--- config.mk ---
export PLATFORM = sky130hd
export DESIGN_NAME = mmsd_decoder
export DESIGN_NICKNAME = d
export VERILOG_FILES = /design/src/rtl/mmsd_pkg.sv /design/src/rtl/mmsd_decoder.sv
export SDC_FILE = /design/constraint.sdc
export NUM_CORES = 1
export LEC_CHECK = 0
export ABC_AREA = 1
export BUFFER_PORTS_ARGS = -buffer_cell sky130_fd_sc_hd__buf_2
export CORE_ASPECT_RATIO = 1.25
export CORE_MARGIN = 2
export CORE_UTILIZATION = 50
export CTS_CLUSTER_SIZE = 24
export DETAILED_ROUTE_END_ITERATION = 7
export PLACE_DENSITY = 0.87
export SYNTH_ARGS = -nofsm -noshare
export SYNTH_HDL_FRONTEND = slang
export SYNTH_SLANG_ARGS = --single-unit
--- constraint.sdc ---
create_clock -name ref_clk -period 2.5 [get_ports ref_clk]
set_input_delay 0.125 -clock ref_clk [delete_from_list [all_inputs] [get_ports ref_clk]]
set_output_delay 0.125 -clock ref_clk [all_outputs]
set_load 0.02 [all_outputs]
--- src/rtl/mmsd_pkg.sv ---
// Package for the memory space decoder: constants, modes and carrier structs.
package mmsd_pkg;

  // ---------------------------------------------------------------------------
  // Program space
  // ---------------------------------------------------------------------------
  localparam int          PC_WIDTH         = 16;
  localparam int          PROG_IMPL_WIDTH  = 13;
  localparam logic [15:0] RESET_VECTOR     = 16'h0000;
  localparam logic [15:0] EXT0_VECTOR      = 16'h0003;
  localparam logic [15:0] VECTOR_SPACING   = 16'h0008;
  localparam int          VEC_NUM_WIDTH    = 5;

  // ---------------------------------------------------------------------------
  // Internal data space
  // ---------------------------------------------------------------------------
  localparam logic [7:0]  UPPER_BASE       = 8'h80;
  localparam logic [7:0]  BANK_AREA_TOP    = 8'h1F;
  localparam logic [7:0]  BIT_AREA_BASE    = 8'h20;
  localparam logic [7:0]  BIT_AREA_TOP     = 8'h2F;
  localparam int          PSW_BANK_HIGH    = 4;
  localparam int          PSW_BANK_LOW     = 3;
  localparam logic [7:0]  PSW_RESET        = 8'h00;
  localparam logic [2:0]  SFR_BIT_LOW      = 3'h0;

  // Kind of data access issued by the core, internal or external through the data pointer.
  typedef enum logic [2:0] {
    MMSD_DIRECT   = 3'h0,
    MMSD_INDIRECT = 3'h1,
    MMSD_REGISTER = 3'h2,
    MMSD_BIT      = 3'h3,
    MMSD_POINTER  = 3'h4
  } mmsd_mode_type;

  // Target space of a decoded data access.
  typedef enum logic [3:0] {
    MMSD_TGT_NONE  = 4'h0,
    MMSD_TGT_LOWER = 4'h1,
    MMSD_TGT_UPPER = 4'h2,
    MMSD_TGT_SFR   = 4'h4,
    MMSD_TGT_EXT   = 4'h8
  } mmsd_target_type;

  typedef struct packed {
    logic          valid;
    logic          write;
    mmsd_mode_type mode;
    logic [7:0]    addr;
  } mmsd_data_req_type;

  typedef struct packed {
    logic            valid;
    logic            write;
    mmsd_target_type target;
    logic [15:0]     addr;
    logic [2:0]      bit_pos;
    logic            bit_access;
    logic            illegal;
  } mmsd_data_dec_type;

endpackage

--- src/rtl/mmsd_decoder.sv ---
// Program and internal data memory space decoder for an 8-bit core.
`timescale 1ns/1ps
// What this block does
// Program space is read only; writes into it are dropped and flagged.
// Sixteen-bit program counter over 64K, only 8K implemented.
// After reset the first fetch is from address 0000H.
// Each interrupt has a fixed vector; taking one redirects fetch there.
// External interrupt zero enters at 0003H.
// Consecutive vectors lie eight bytes apart.
// Unused vector locations are ordinary program memory.
// Internal data addresses are one byte, a 256-byte space with stack.
// A full 16-bit data address comes from the data pointer.
// Above 7FH direct reaches special functions, indirect reaches upper RAM.
// Lowest 32 bytes are four banks of eight working registers.
// Two status word bits pick the bank used by register accesses.
// Bank selects are status bits four and three, writable, reset zero.
// Bytes 20H to 2FH give bits 00H to 7FH.
// Lower 128 bytes reachable directly and indirectly.
// Upper 128 bytes reachable only indirectly.
// Special function bytes with low bits 000 are bit addressable.
// Fetches above 8K ignore unused upper bits without error or stall.
module mmsd_decoder
  import mmsd_pkg::*;
#(
  parameter int PROG_WIDTH = PROG_IMPL_WIDTH
)
(
  input  wire logic              ref_clk,
  input  wire logic              rst_n,
  input  wire logic              fetch_req,
  input  wire logic              jump_req,
  input  wire logic [15:0]       jump_addr,
  input  wire logic              int_take,
  input  wire logic [4:0]        int_num,
  input  wire logic              prog_write_req,
  input  wire mmsd_data_req_type data_req,
  input  wire logic [15:0]       data_pointer,
  input  wire logic              psw_write,
  input  wire logic [7:0]        psw_wdata,
  output logic [15:0]            pc_r,
  output logic                   prog_rd_r,
  output logic [PROG_WIDTH-1:0]  prog_addr_r,
  output logic                   prog_write_err_r,
  output mmsd_data_dec_type      data_dec_r,
  output logic [7:0]             program_status_word_r
);

  // ---------------------------------------------------------------------------
  // Program counter and fetch
  // ---------------------------------------------------------------------------
  logic [15:0] vector_addr;
  logic [15:0] pc_nxt;

  // Vectors are spaced by eight bytes from the first interrupt entry.
  assign vector_addr = EXT0_VECTOR + VECTOR_SPACING * {11'h000, int_num};

  // Interrupt entry wins over a jump, a jump over a plain increment.
  always_comb
  begin
    pc_nxt = pc_r;
    if (int_take)
      pc_nxt = vector_addr;
    else if (jump_req)
      pc_nxt = jump_addr;
    else if (fetch_req)
      pc_nxt = pc_r + 16'h0001;
  end

  always_ff @(posedge ref_clk or negedge rst_n)
  begin
    if (!rst_n)
      pc_r <= RESET_VECTOR;
    else
      pc_r <= pc_nxt;
  end

  // Only a fetch reads program space, and every address maps without stalling.
  // The fetch address is the counter before it advances, so reset fetches 0000H.
  always_ff @(posedge ref_clk or negedge rst_n)
  begin
    if (!rst_n)
    begin
      prog_rd_r   <= 1'b0;
      prog_addr_r <= '0;
    end
    else
    begin
      prog_rd_r   <= fetch_req;
      prog_addr_r <= pc_r[PROG_WIDTH-1:0];
    end
  end

  // There is no write path into program space; an attempt only raises a flag.
  always_ff @(posedge ref_clk or negedge rst_n)
  begin
    if (!rst_n)
      prog_write_err_r <= 1'b0;
    else
      prog_write_err_r <= prog_write_req;
  end

  // ---------------------------------------------------------------------------
  // Program status word
  // ---------------------------------------------------------------------------
  always_ff @(posedge ref_clk or negedge rst_n)
  begin
    if (!rst_n)
      program_status_word_r <= PSW_RESET;
    else if (psw_write)
      program_status_word_r <= psw_wdata;
  end

  // ---------------------------------------------------------------------------
  // Data access decode
  // ---------------------------------------------------------------------------
  logic [1:0]        bank_sel;
  mmsd_data_dec_type dec_nxt;

  assign bank_sel = {program_status_word_r[PSW_BANK_HIGH], program_status_word_r[PSW_BANK_LOW]};

  always_comb
  begin
    dec_nxt            = '0;
    dec_nxt.valid      = data_req.valid;
    dec_nxt.write      = data_req.write;
    dec_nxt.target     = MMSD_TGT_NONE;
    case (data_req.mode)
      MMSD_REGISTER:
      begin
        // Register numbers zero to seven land in the selected bank.
        dec_nxt.target = MMSD_TGT_LOWER;
        dec_nxt.addr   = {11'h000, bank_sel, data_req.addr[2:0]};
      end
      MMSD_INDIRECT:
      begin
        // Indirect reaches lower RAM below 80H and upper RAM above.
        if (data_req.addr >= UPPER_BASE)
          dec_nxt.target = MMSD_TGT_UPPER;
        else
          dec_nxt.target = MMSD_TGT_LOWER;
        dec_nxt.addr = {8'h00, data_req.addr};
      end
      MMSD_DIRECT:
      begin
        if (data_req.addr >= UPPER_BASE)
          dec_nxt.target = MMSD_TGT_SFR;
        else
          dec_nxt.target = MMSD_TGT_LOWER;
        dec_nxt.addr = {8'h00, data_req.addr};
      end
      MMSD_BIT:
      begin
        dec_nxt.bit_access = 1'b1;
        dec_nxt.bit_pos    = data_req.addr[2:0];
        if (data_req.addr < UPPER_BASE)
        begin
          // Bit n lives in byte 20H plus n divided by eight.
          dec_nxt.target = MMSD_TGT_LOWER;
          dec_nxt.addr   = {8'h00, BIT_AREA_BASE + {4'h0, data_req.addr[6:3]}};
        end
        else
        begin
          // Bits above 7FH select a special function byte on an eight-byte boundary.
          dec_nxt.target = MMSD_TGT_SFR;
          dec_nxt.addr   = {8'h00, data_req.addr[7:3], SFR_BIT_LOW};
        end
      end
      MMSD_POINTER:
      begin
        dec_nxt.target = MMSD_TGT_EXT;
        dec_nxt.addr   = data_pointer;
      end
      default:
      begin
        dec_nxt.illegal = data_req.valid;
      end
    endcase
  end

  always_ff @(posedge ref_clk or negedge rst_n)
  begin
    if (!rst_n)
      data_dec_r <= '0;
    else
      data_dec_r <= dec_nxt;
  end

endmodule

==> run_results.csv, run 1 <==
group,metric,value,unit
critical_path,slowest_stage_delay_cp,0.45,ns
critical_path,end_kind,"flip-flop",
yosys,combinational_family_with_the_most_area_after_synthesis,"simple AND/OR/NAND/NOR gates",
global_routing,grt_util_all_layers,23.8,%
timing,finalWorstPathRequiredPeriod,1.44,ns
routing,via_count,2677,
power,standby_leakage_power,0.00211,uW
critical_path,cpLargestDelayFamily,"flip-flops",
routing,drt_pass1_iterations,4,
finish,final.fill_count,452,
floorplan,die-width,71.6,um
routing,detail_route.wirelength,7110,um
status,run_status,"finished clean",
critical_path,setup.worst_path.class,"flip-flop to flip-flop",
power,power.density,647,nW/um^2
routing,post_drt_via_cell_ratio,5.02,
timing,clock_skew,0.0115,ns
timing,grt_setup_unrepaired,"no",
clocking,num_cts_buffers,9,
critical_path,critPathLaunchType,"flip-flop",
placed_design,place.port_buffers,130,
finish,antennaDiodeCount,0,
clocking,post_cts.resized_instances,0,
timing,timing.final.setup_violations,0,
yosys,postSynthNetCount,384,
floorplan,die_area,6340,um^2
yosys,synth-adder-area-share,0.438,%
critical_path,crit_top_cell,"sky130_fd_sc_hd__nand2_1",
timing,portion_of_the_clock_cycle_consumed_by_the_worst_path_in_the_final_layout,57.5,%
routing,detail-route-antenna-nets,0,
finish,instances_no_fill,533,
clocking,clock_path_buffers,2,
yosys,netlist_cell_types,28,
routing,wl_per_cell,13.3,um
critical_path,critPathRequiredTime,2.71,ns
placed_design,place_inst,507,
floorplan,effective_utilization_at_floorplan,52.1,%
finish,seq_area,1650,um^2
placed_design,place_hpwl,5100,um
yosys,post_synth_mux_area_share,3.15,%
timing,timing.setup.tns,0,ns
global_routing,grt.overflow.total,0,
finish,layout.cells.most_common,"sky130_fd_sc_hd__buf_2",
global_routing,grt_first_pass_wirelength,11600,um
timing,tightest_slew,0.820,ns
yosys,cell_area_after_technology_mapping,2860,um^2
floorplan,placeableCoreArea,5480,um^2
global_routing,maximum_number_of_pins_on_one_net_before_global_route_repair,67,
timing,achievable_clock_frequency,696,MHz
yosys,yosysWarnings,0,
global_routing,number_of_global_route_vias_before_repair,2592,
clocking,cts.repair_timing.setup_buffer_count,0,
critical_path,maximum_fanout_count_along_the_critical_path,6,
yosys,synth_compound_area_share,5.78,%
yosys,synth.top_cells.by_area,"sky130_fd_sc_hd__dfrtp_1 58%, sky130_fd_sc_hd__nand2_1 10%, sky130_fd_sc_hd__nor2_1 6.7%",
critical_path,critical_path_arrival,1.65,ns
yosys,netlist.top_cell.by_area,"sky130_fd_sc_hd__dfrtp_1",
finish,areaGrowthSynthToFinish,34.8,%
power,vdd_drop_max,435,uV
clocking,number_of_buffers_added_to_fix_hold_violations_after_cts,10,
clocking,clock-root-buffer,"sky130_fd_sc_hd__clkbuf_8",
yosys,postSynthCellCount,318,
timing,report.final.slew_viol_count,0,
yosys,proportion_of_synthesized_chip_area_in_sequential_cells,57.8,%
clocking,clk_pin_slew_worst_paths,0.07,ns
flow_run,cap_viol_max_count,0,
placed_design,routabilityCongestion,0.900,
yosys,synth_top_area_share,57.8,%
clocking,cts.sinks,66,
floorplan,boundaryPins,131,
finish,num-nets-final,530,
clocking,cts_tree,"done",
timing,hold_violations,0,
critical_path,cp_num_buf_inv,1,
yosys,syn_avg_cell_area,8.98,um^2
floorplan,fp.dieH,88.5,um
finish,post_route_cells_drive_above_1_share,36.2,%
finish,multiInputGateArea,1030,um^2
timing,final.hold.worst_slack,0.0206,ns
routing,iteration_0_drc_count_of_the_detailed_router,121,
floorplan,std_cell_rows,30,
critical_path,timing.critical_path.cells,"ha_1, nand3_2, inv_2, nand2_2, o21ai_1, nand3_1, nand2_1, nand2_1",
yosys,area_share_of_xor_xnor_cells_in_the_synthesized_design,1.53,%
clocking,latest_clock_arrival_within_the_worst_skew_pair,0.32,ns
min_path,min_path_type,"input port to flip-flop",
finish,top_library_cells_by_usage_in_the_layout_fill_and_taps_aside,"130 x sky130_fd_sc_hd__buf_2, 79 x sky130_fd_sc_hd__nand2_1, 66 x sky130_fd_sc_hd__dfrtp_1, 51 x sky130_fd_sc_hd__nor2_1, 31 x sky130_fd_sc_hd__inv_1",
critical_path,worst_path_max_delay_cell,"sky130_fd_sc_hd__dfrtp_1",
routing,drt_drc_violations_left,0,
yosys,synthSimpleGateAreaFrac,25.2,%
timing,slew_headroom,45.3,%
yosys,count_of_state_elements_after_synthesis,66,
global_routing,number_of_antenna_violations_at_the_first_check_in_global_routing,0,
clocking,htreeDepth,3,
## per-stage QoR
stage	util (%)	power, uW	cell area, um^2	worst slack, ns
after floorplan	-	1470	2860	1.06
after global placement	65.0	1650	3560	1.13
after detailed placement	65.0	1660	3560	1.08
after CTS	70.3	2520	3850	1.06
after global routing	70.3	2620	3850	0.925
final	70.3	2490	3850	1.06
## registers in the layout, summed over array words and instances, names as in the netlist
register and cells:
pc_r 16, data_dec_r 27, prog_addr_r 13, program_status_word_r 8, prog_write_err_r 1, prog_rd_r 1
## report_power, final
part	switching [uW]	internal, uW
registers	60.1	1150
clock network	380	458
logic	280	168
## tightest hold or removal path, stage by stage
cell                      delay [ns]
sky130_fd_sc_hd__buf_2          0.08
sky130_fd_sc_hd__nand2_1        0.04
sky130_fd_sc_hd__nand3_1        0.07
## cells in the mapped netlist
cell type                   n
sky130_fd_sc_hd__buf_2      6
sky130_fd_sc_hd__o21ai_1    7
sky130_fd_sc_hd__clkinv_1   1
sky130_fd_sc_hd__inv_2      4
sky130_fd_sc_hd__dfrtp_1   66
sky130_fd_sc_hd__a22oi_1    2
sky130_fd_sc_hd__nor2_4     2
sky130_fd_sc_hd__nor2_1    51
sky130_fd_sc_hd__nand3_1   20
sky130_fd_sc_hd__o211ai_1   3
sky130_fd_sc_hd__nand3_2    2
sky130_fd_sc_hd__nor3b_1    2
sky130_fd_sc_hd__inv_1     31
sky130_fd_sc_hd__o21ai_0    6
sky130_fd_sc_hd__xnor2_1    2
sky130_fd_sc_hd__a22o_1     2
sky130_fd_sc_hd__nand4_1    4
sky130_fd_sc_hd__nand2_1   79
sky130_fd_sc_hd__o21bai_1   3
sky130_fd_sc_hd__xor2_1     3
sky130_fd_sc_hd__mux2_2     8
sky130_fd_sc_hd__a21oi_1    2
sky130_fd_sc_hd__buf_4      1
sky130_fd_sc_hd__nor2_2     6
sky130_fd_sc_hd__o22ai_1    1
sky130_fd_sc_hd__nand2_2    2
sky130_fd_sc_hd__a31oi_1    1
sky130_fd_sc_hd__ha_1       1
## cells by family after synthesis
family	after synthesis
adder cells (fa/ha/maj)	1
AND/OR/NAND/NOR	168
buffers and inverters	43
AO/OA/AOI/OAI	27
flip-flops	66
multiplexers	8
XOR/XNOR	5
## final timing paths
check	slack (ns)	start	end	cells past startpoint
setup / recovery	1.06	pc_r[1]$_DFFE_PN0P_	pc_r[10]$_DFFE_PN0P_	8
hold / removal	0.02	int_num[4]	pc_r[7]$_DFFE_PN0P_	3
setup reg to reg	1.06	pc_r[1]$_DFFE_PN0P_	pc_r[10]$_DFFE_PN0P_	8
hold reg to reg	0.50	pc_r[0]$_DFFE_PN0P_	prog_addr_r[0]$_DFF_PN0_	0
max in group asynchronous	1.44	rst_n	prog_addr_r[4]$_DFF_PN0_	3
min in group asynchronous	0.51	rst_n	data_dec_r[17]$_DFF_PN0_	3
## layout make-up
cell class                 count  share of cell area, %
tap                           64                   2.08
timing repair buffer         142                   19.9
sequential                    66                   42.9
multi-input combinational    209                   26.8
clock inverter                 5                   1.43
clock buffer                  11                   3.41
inverter                      36                   3.51
## metal layers
layer | vias to the layer above | global-route usage [%] | part of all wire (%)
met3 | 6 | 5.35 | 8.7
li1 | 1293 | - | -
met1 | 1234 | 29.0 | 38
met2 | 144 | 41.8 | 52
met4 | 0 | 7.89 | 0.91
met5 | - | 0 | 0
Note: power is estimated with default switching activity, not from simulation.
==> inputs of run 2 (changes only) <==
--- a/config.mk
+++ b/config.mk
@@ -5,14 +5,14 @@
 export SDC_FILE = /design/constraint.sdc
 export NUM_CORES = 1
 export LEC_CHECK = 0
-export ABC_AREA = 1
+export ABC_AREA = 0
 export BUFFER_PORTS_ARGS = -buffer_cell sky130_fd_sc_hd__buf_2
 export CORE_ASPECT_RATIO = 1.25
 export CORE_MARGIN = 2
-export CORE_UTILIZATION = 50
+export CORE_UTILIZATION = 41
 export CTS_CLUSTER_SIZE = 24
 export DETAILED_ROUTE_END_ITERATION = 7
-export PLACE_DENSITY = 0.87
+export PLACE_DENSITY = 0.77
 export SYNTH_ARGS = -nofsm -noshare
 export SYNTH_HDL_FRONTEND = slang
 export SYNTH_SLANG_ARGS = --single-unit
==> constraint.sdc (replaced) <==
create_clock -name ref_clk -period 1.2 [get_ports ref_clk]
set_input_delay 0.06 -clock ref_clk [delete_from_list [all_inputs] [get_ports ref_clk]]
set_output_delay 0.06 -clock ref_clk [all_outputs]
set_load 0.02 [all_outputs]
==> run_results.csv, run 2 <==
group,metric,value,unit
status,run_status,"finished with violations",
status,violations,"negative setup slack",
yosys,netlist_cell_types,40,
yosys,proportion_of_synthesized_chip_area_in_sequential_cells,60.4,%
timing,clock_skew,0.0117,ns
clocking,cts_tree,"done",
power,power.density,1180,nW/um^2
placed_design,placed_standard_cell_area,3780,um^2
timing,timing.final.setup_violations,18,
yosys,synth_top_cells_by_count,"66 x sky130_fd_sc_hd__dfrtp_1, 16 x sky130_fd_sc_hd__nand2_1, 15 x sky130_fd_sc_hd__nor2_1",
yosys,synth_compound_area_share,11.3,%
routing,drt_drc_violations_left,0,
finish,reg_top3,"data_dec_r: 27 flops, pc_r: 16 flops, prog_addr_r: 13 flops",
critical_path,setup.worst_path.class,"flip-flop to flip-flop",
yosys,postSynthCellCount,236,
clocking,clock_path_buffers,2,
yosys,synth_top_area_share,60.4,%
yosys,count_of_state_elements_after_synthesis,66,
placed_design,place.port_buffers,130,
floorplan,fp.dieH,95.3,um
yosys,area_share_of_xor_xnor_cells_in_the_synthesized_design,3.85,%
yosys,synth-async-reset-ratio,100,%
timing,achievable_clock_frequency,629,MHz
yosys,synthSimpleGateAreaFrac,16.7,%
global_routing,grt_util_all_layers,23.4,%
yosys,combinational_family_with_the_most_area_after_synthesis,"simple AND/OR/NAND/NOR gates",
power,standby_leakage_power,0.00234,uW
floorplan,placeableCoreArea,6520,um^2
clocking,latest_clock_arrival_within_the_worst_skew_pair,0.34,ns
clocking,clock-root-buffer,"sky130_fd_sc_hd__clkbuf_8",
finish,largest_register_ffs,27,
critical_path,cpLargestDelayFamily,"simple AND/OR/NAND/NOR gates",
floorplan,effective_utilization_at_floorplan,41.9,%
yosys,syn_avg_cell_area,11.6,um^2
yosys,yosysWarnings,0,
finish,antennaDiodeCount,0,
global_routing,number_of_antenna_violations_at_the_first_check_in_global_routing,0,
finish,registers.top_by_ff_count,"data_dec_r",
yosys,synthMostInstantiatedCell,"sky130_fd_sc_hd__dfrtp_1",
timing,postLayoutSetupSlackWorst,-0.389,ns
global_routing,grt_first_pass_wirelength,13200,um
critical_path,timing.critical_path.cells,"nand4_1, nor4_4, nor3_1, a2111oi_1",
clocking,cts.sinks,66,
timing,slew_headroom,72.1,%
timing,portion_of_the_clock_cycle_consumed_by_the_worst_path_in_the_final_layout,132,%
routing,via_count,2733,
timing,grt_setup_unrepaired,"yes",
clocking,clk_pin_slew_worst_paths,0.07,ns
yosys,count_of_flip_flops_with_a_built_in_enable_after_synthesis,0,
finish,finish.instance_area,4700,um^2
global_routing,number_of_global_route_vias_before_repair,2820,
global_routing,grt.overflow.total,0,
routing,iteration_0_drc_count_of_the_detailed_router,110,
critical_path,cp_num_buf_inv,0,
yosys,netlist.top_cell.by_area,"sky130_fd_sc_hd__dfrtp_1",
critical_path,critical_path_arrival,1.78,ns
power,vdd_drop_max,810,uV
finish,post_route_cells_drive_above_1_share,50.9,%
yosys,cell_area_after_technology_mapping,2730,um^2
clocking,htreeDepth,3,
finish,top_library_cells_by_usage_in_the_layout_fill_and_taps_aside,"126 x sky130_fd_sc_hd__buf_2, 54 x sky130_fd_sc_hd__dfrtp_1, 45 x sky130_fd_sc_hd__dlygate4sd3_1, 26 x sky130_fd_sc_hd__buf_4, 20 x sky130_fd_sc_hd__buf_6",
routing,post_drt_via_cell_ratio,5.01,
timing,timing.setup.tns,-3.52,ns
critical_path,maximum_fanout_count_along_the_critical_path,4,
routing,detail-route-antenna-nets,0,
critical_path,slowest_stage_delay_cp,0.41,ns
critical_path,end_kind,"flip-flop",
min_path,min_path_type,"input port to flip-flop",
power,total_power,5550,uW
yosys,synth.top_cells.by_area,"sky130_fd_sc_hd__dfrtp_1 60%, sky130_fd_sc_hd__xnor2_1 3.8%, sky130_fd_sc_hd__mux2_2 3.3%",
clocking,num_cts_buffers,9,
critical_path,critPathLaunchType,"flip-flop",
global_routing,maximum_number_of_pins_on_one_net_before_global_route_repair,67,
placed_design,routabilityCongestion,0.868,
routing,wl_per_cell,16.0,um
routing,detail_route.wirelength,8740,um
yosys,post_synth_mux_area_share,4.40,%
timing,tightest_slew,0.417,ns
timing,hold_violations,0,
floorplan,boundaryPins,131,
yosys,synth-adder-area-share,0.458,%
yosys,postSynthNetCount,302,
floorplan,die_area,7340,um^2
finish,layout.cells.most_common,"sky130_fd_sc_hd__buf_2",
critical_path,critPathRequiredTime,1.39,ns
flow_run,cap_viol_max_count,0,
placed_design,pre_cts_ws,-0.302,ns
timing,finalWorstPathRequiredPeriod,1.59,ns
yosys,top_ff_cell_synth,"sky130_fd_sc_hd__dfrtp_1",
finish,num-nets-final,520,
critical_path,worst_path_max_delay_cell,"sky130_fd_sc_hd__dfrtp_2",
routing,drt_pass1_iterations,6,
floorplan,std_cell_rows,33,
timing,report.final.slew_viol_count,0,
floorplan,die-width,77.0,um
placed_design,place_hpwl,5190,um
finish,areaGrowthSynthToFinish,72.1,%
==> run 2: through the flow <==
| step | hold WS [ns] | util, % | instances |
|---|---|---|---|
| global route | 0.0458 | 72.1 | 545 |
| detailed placement | 0.100 | 58.0 | 479 |
| CTS | 0.00381 | 71.2 | 543 |
| finish | 0.0225 | 72.1 | 545 |
| global placement | 0.0977 | 58.0 | 479 |
| floorplan | -0.236 | - | 236 |
==> run 2: final cells by class <==
type / count / area [um^2]
multi-input cells: 150 / 1200
inverters: 9 / 33.8
clock buffers: 11 / 131
repair buffers: 218 / 1520
well taps: 87 / 109
clock inverters: 4 / 45.0
fillers: 458 / 1820
flip-flops and latches: 66 / 1670
==> run 2: layer usage <==
metal / vias to the layer above / wire [um] / part of all wire (%) / global-route usage (%)
li1: 1267 / - / - / -
met1: 1320 / 3160 / 36 / 24.9
met2: 114 / 4840 / 55 / 44.4
met3: 32 / 424 / 4.9 / 3.69
met4: 0 / 306 / 3.5 / 12.6
met5: - / 0 / 0 / 0
==> run 2: tightest hold or removal path: stages <==
cell and delay (ns):
sky130_fd_sc_hd__buf_2 0.11, sky130_fd_sc_hd__a211oi_1 0.07, sky130_fd_sc_hd__nor2_1 0.09
==> run 2: logic make-up after synthesis <==
family          count (synthesis)
mux                            11
compound gates                 45
simple gates                   81
fa+ha+maj                       1
flops                          66
xor+xnor                       12
buf+inv                        20
==> run 2: path summary, 6_finish.rpt <==
| kind | startpoint | endpoint | slack, ns | cells past startpoint |
|---|---|---|---|---|
| setup reg to reg | pc_r[9]$_DFFE_PN0P_ | pc_r[13]$_DFFE_PN0P_ | -0.39 | 4 |
| hold reg to reg | program_status_word_r[1]$_DFFE_PN0P_ | program_status_word_r[1]$_DFFE_PN0P_ | 0.50 | 1 |
| min in group asynchronous | rst_n | pc_r[5]$_DFFE_PN0P_ | 0.25 | 3 |
| setup / recovery | pc_r[9]$_DFFE_PN0P_ | pc_r[13]$_DFFE_PN0P_ | -0.39 | 4 |
| hold / removal | data_req[3] | data_dec_r[5]$_DFF_PN0_ | 0.02 | 3 |
| max in group asynchronous | rst_n | pc_r[9]$_DFFE_PN0P_ | 0.63 | 3 |
==> run 2: report_power, final <==
group | internal (uW) | leakage (uW) | switching (uW) | total (uW)
Sequential | 2380 | 0.000814 | 92.5 | 2470
Clock | 939 | 0.0000929 | 810 | 1750
Combinational | 631 | 0.00143 | 697 | 1330
Total | 3950 | 0.00234 | 1600 | 5550
==> run 2: repair_timing <==
item | 4_1_cts | 5_1_grt
buffers inserted | 6 | 9
hold buffers | 45 | 0
pin swaps | 16 | 15
setup endpoints to repair | 16 | 21
endpoints found under the hold margin | 109 | 0
gates resized for setup | 45 | 17
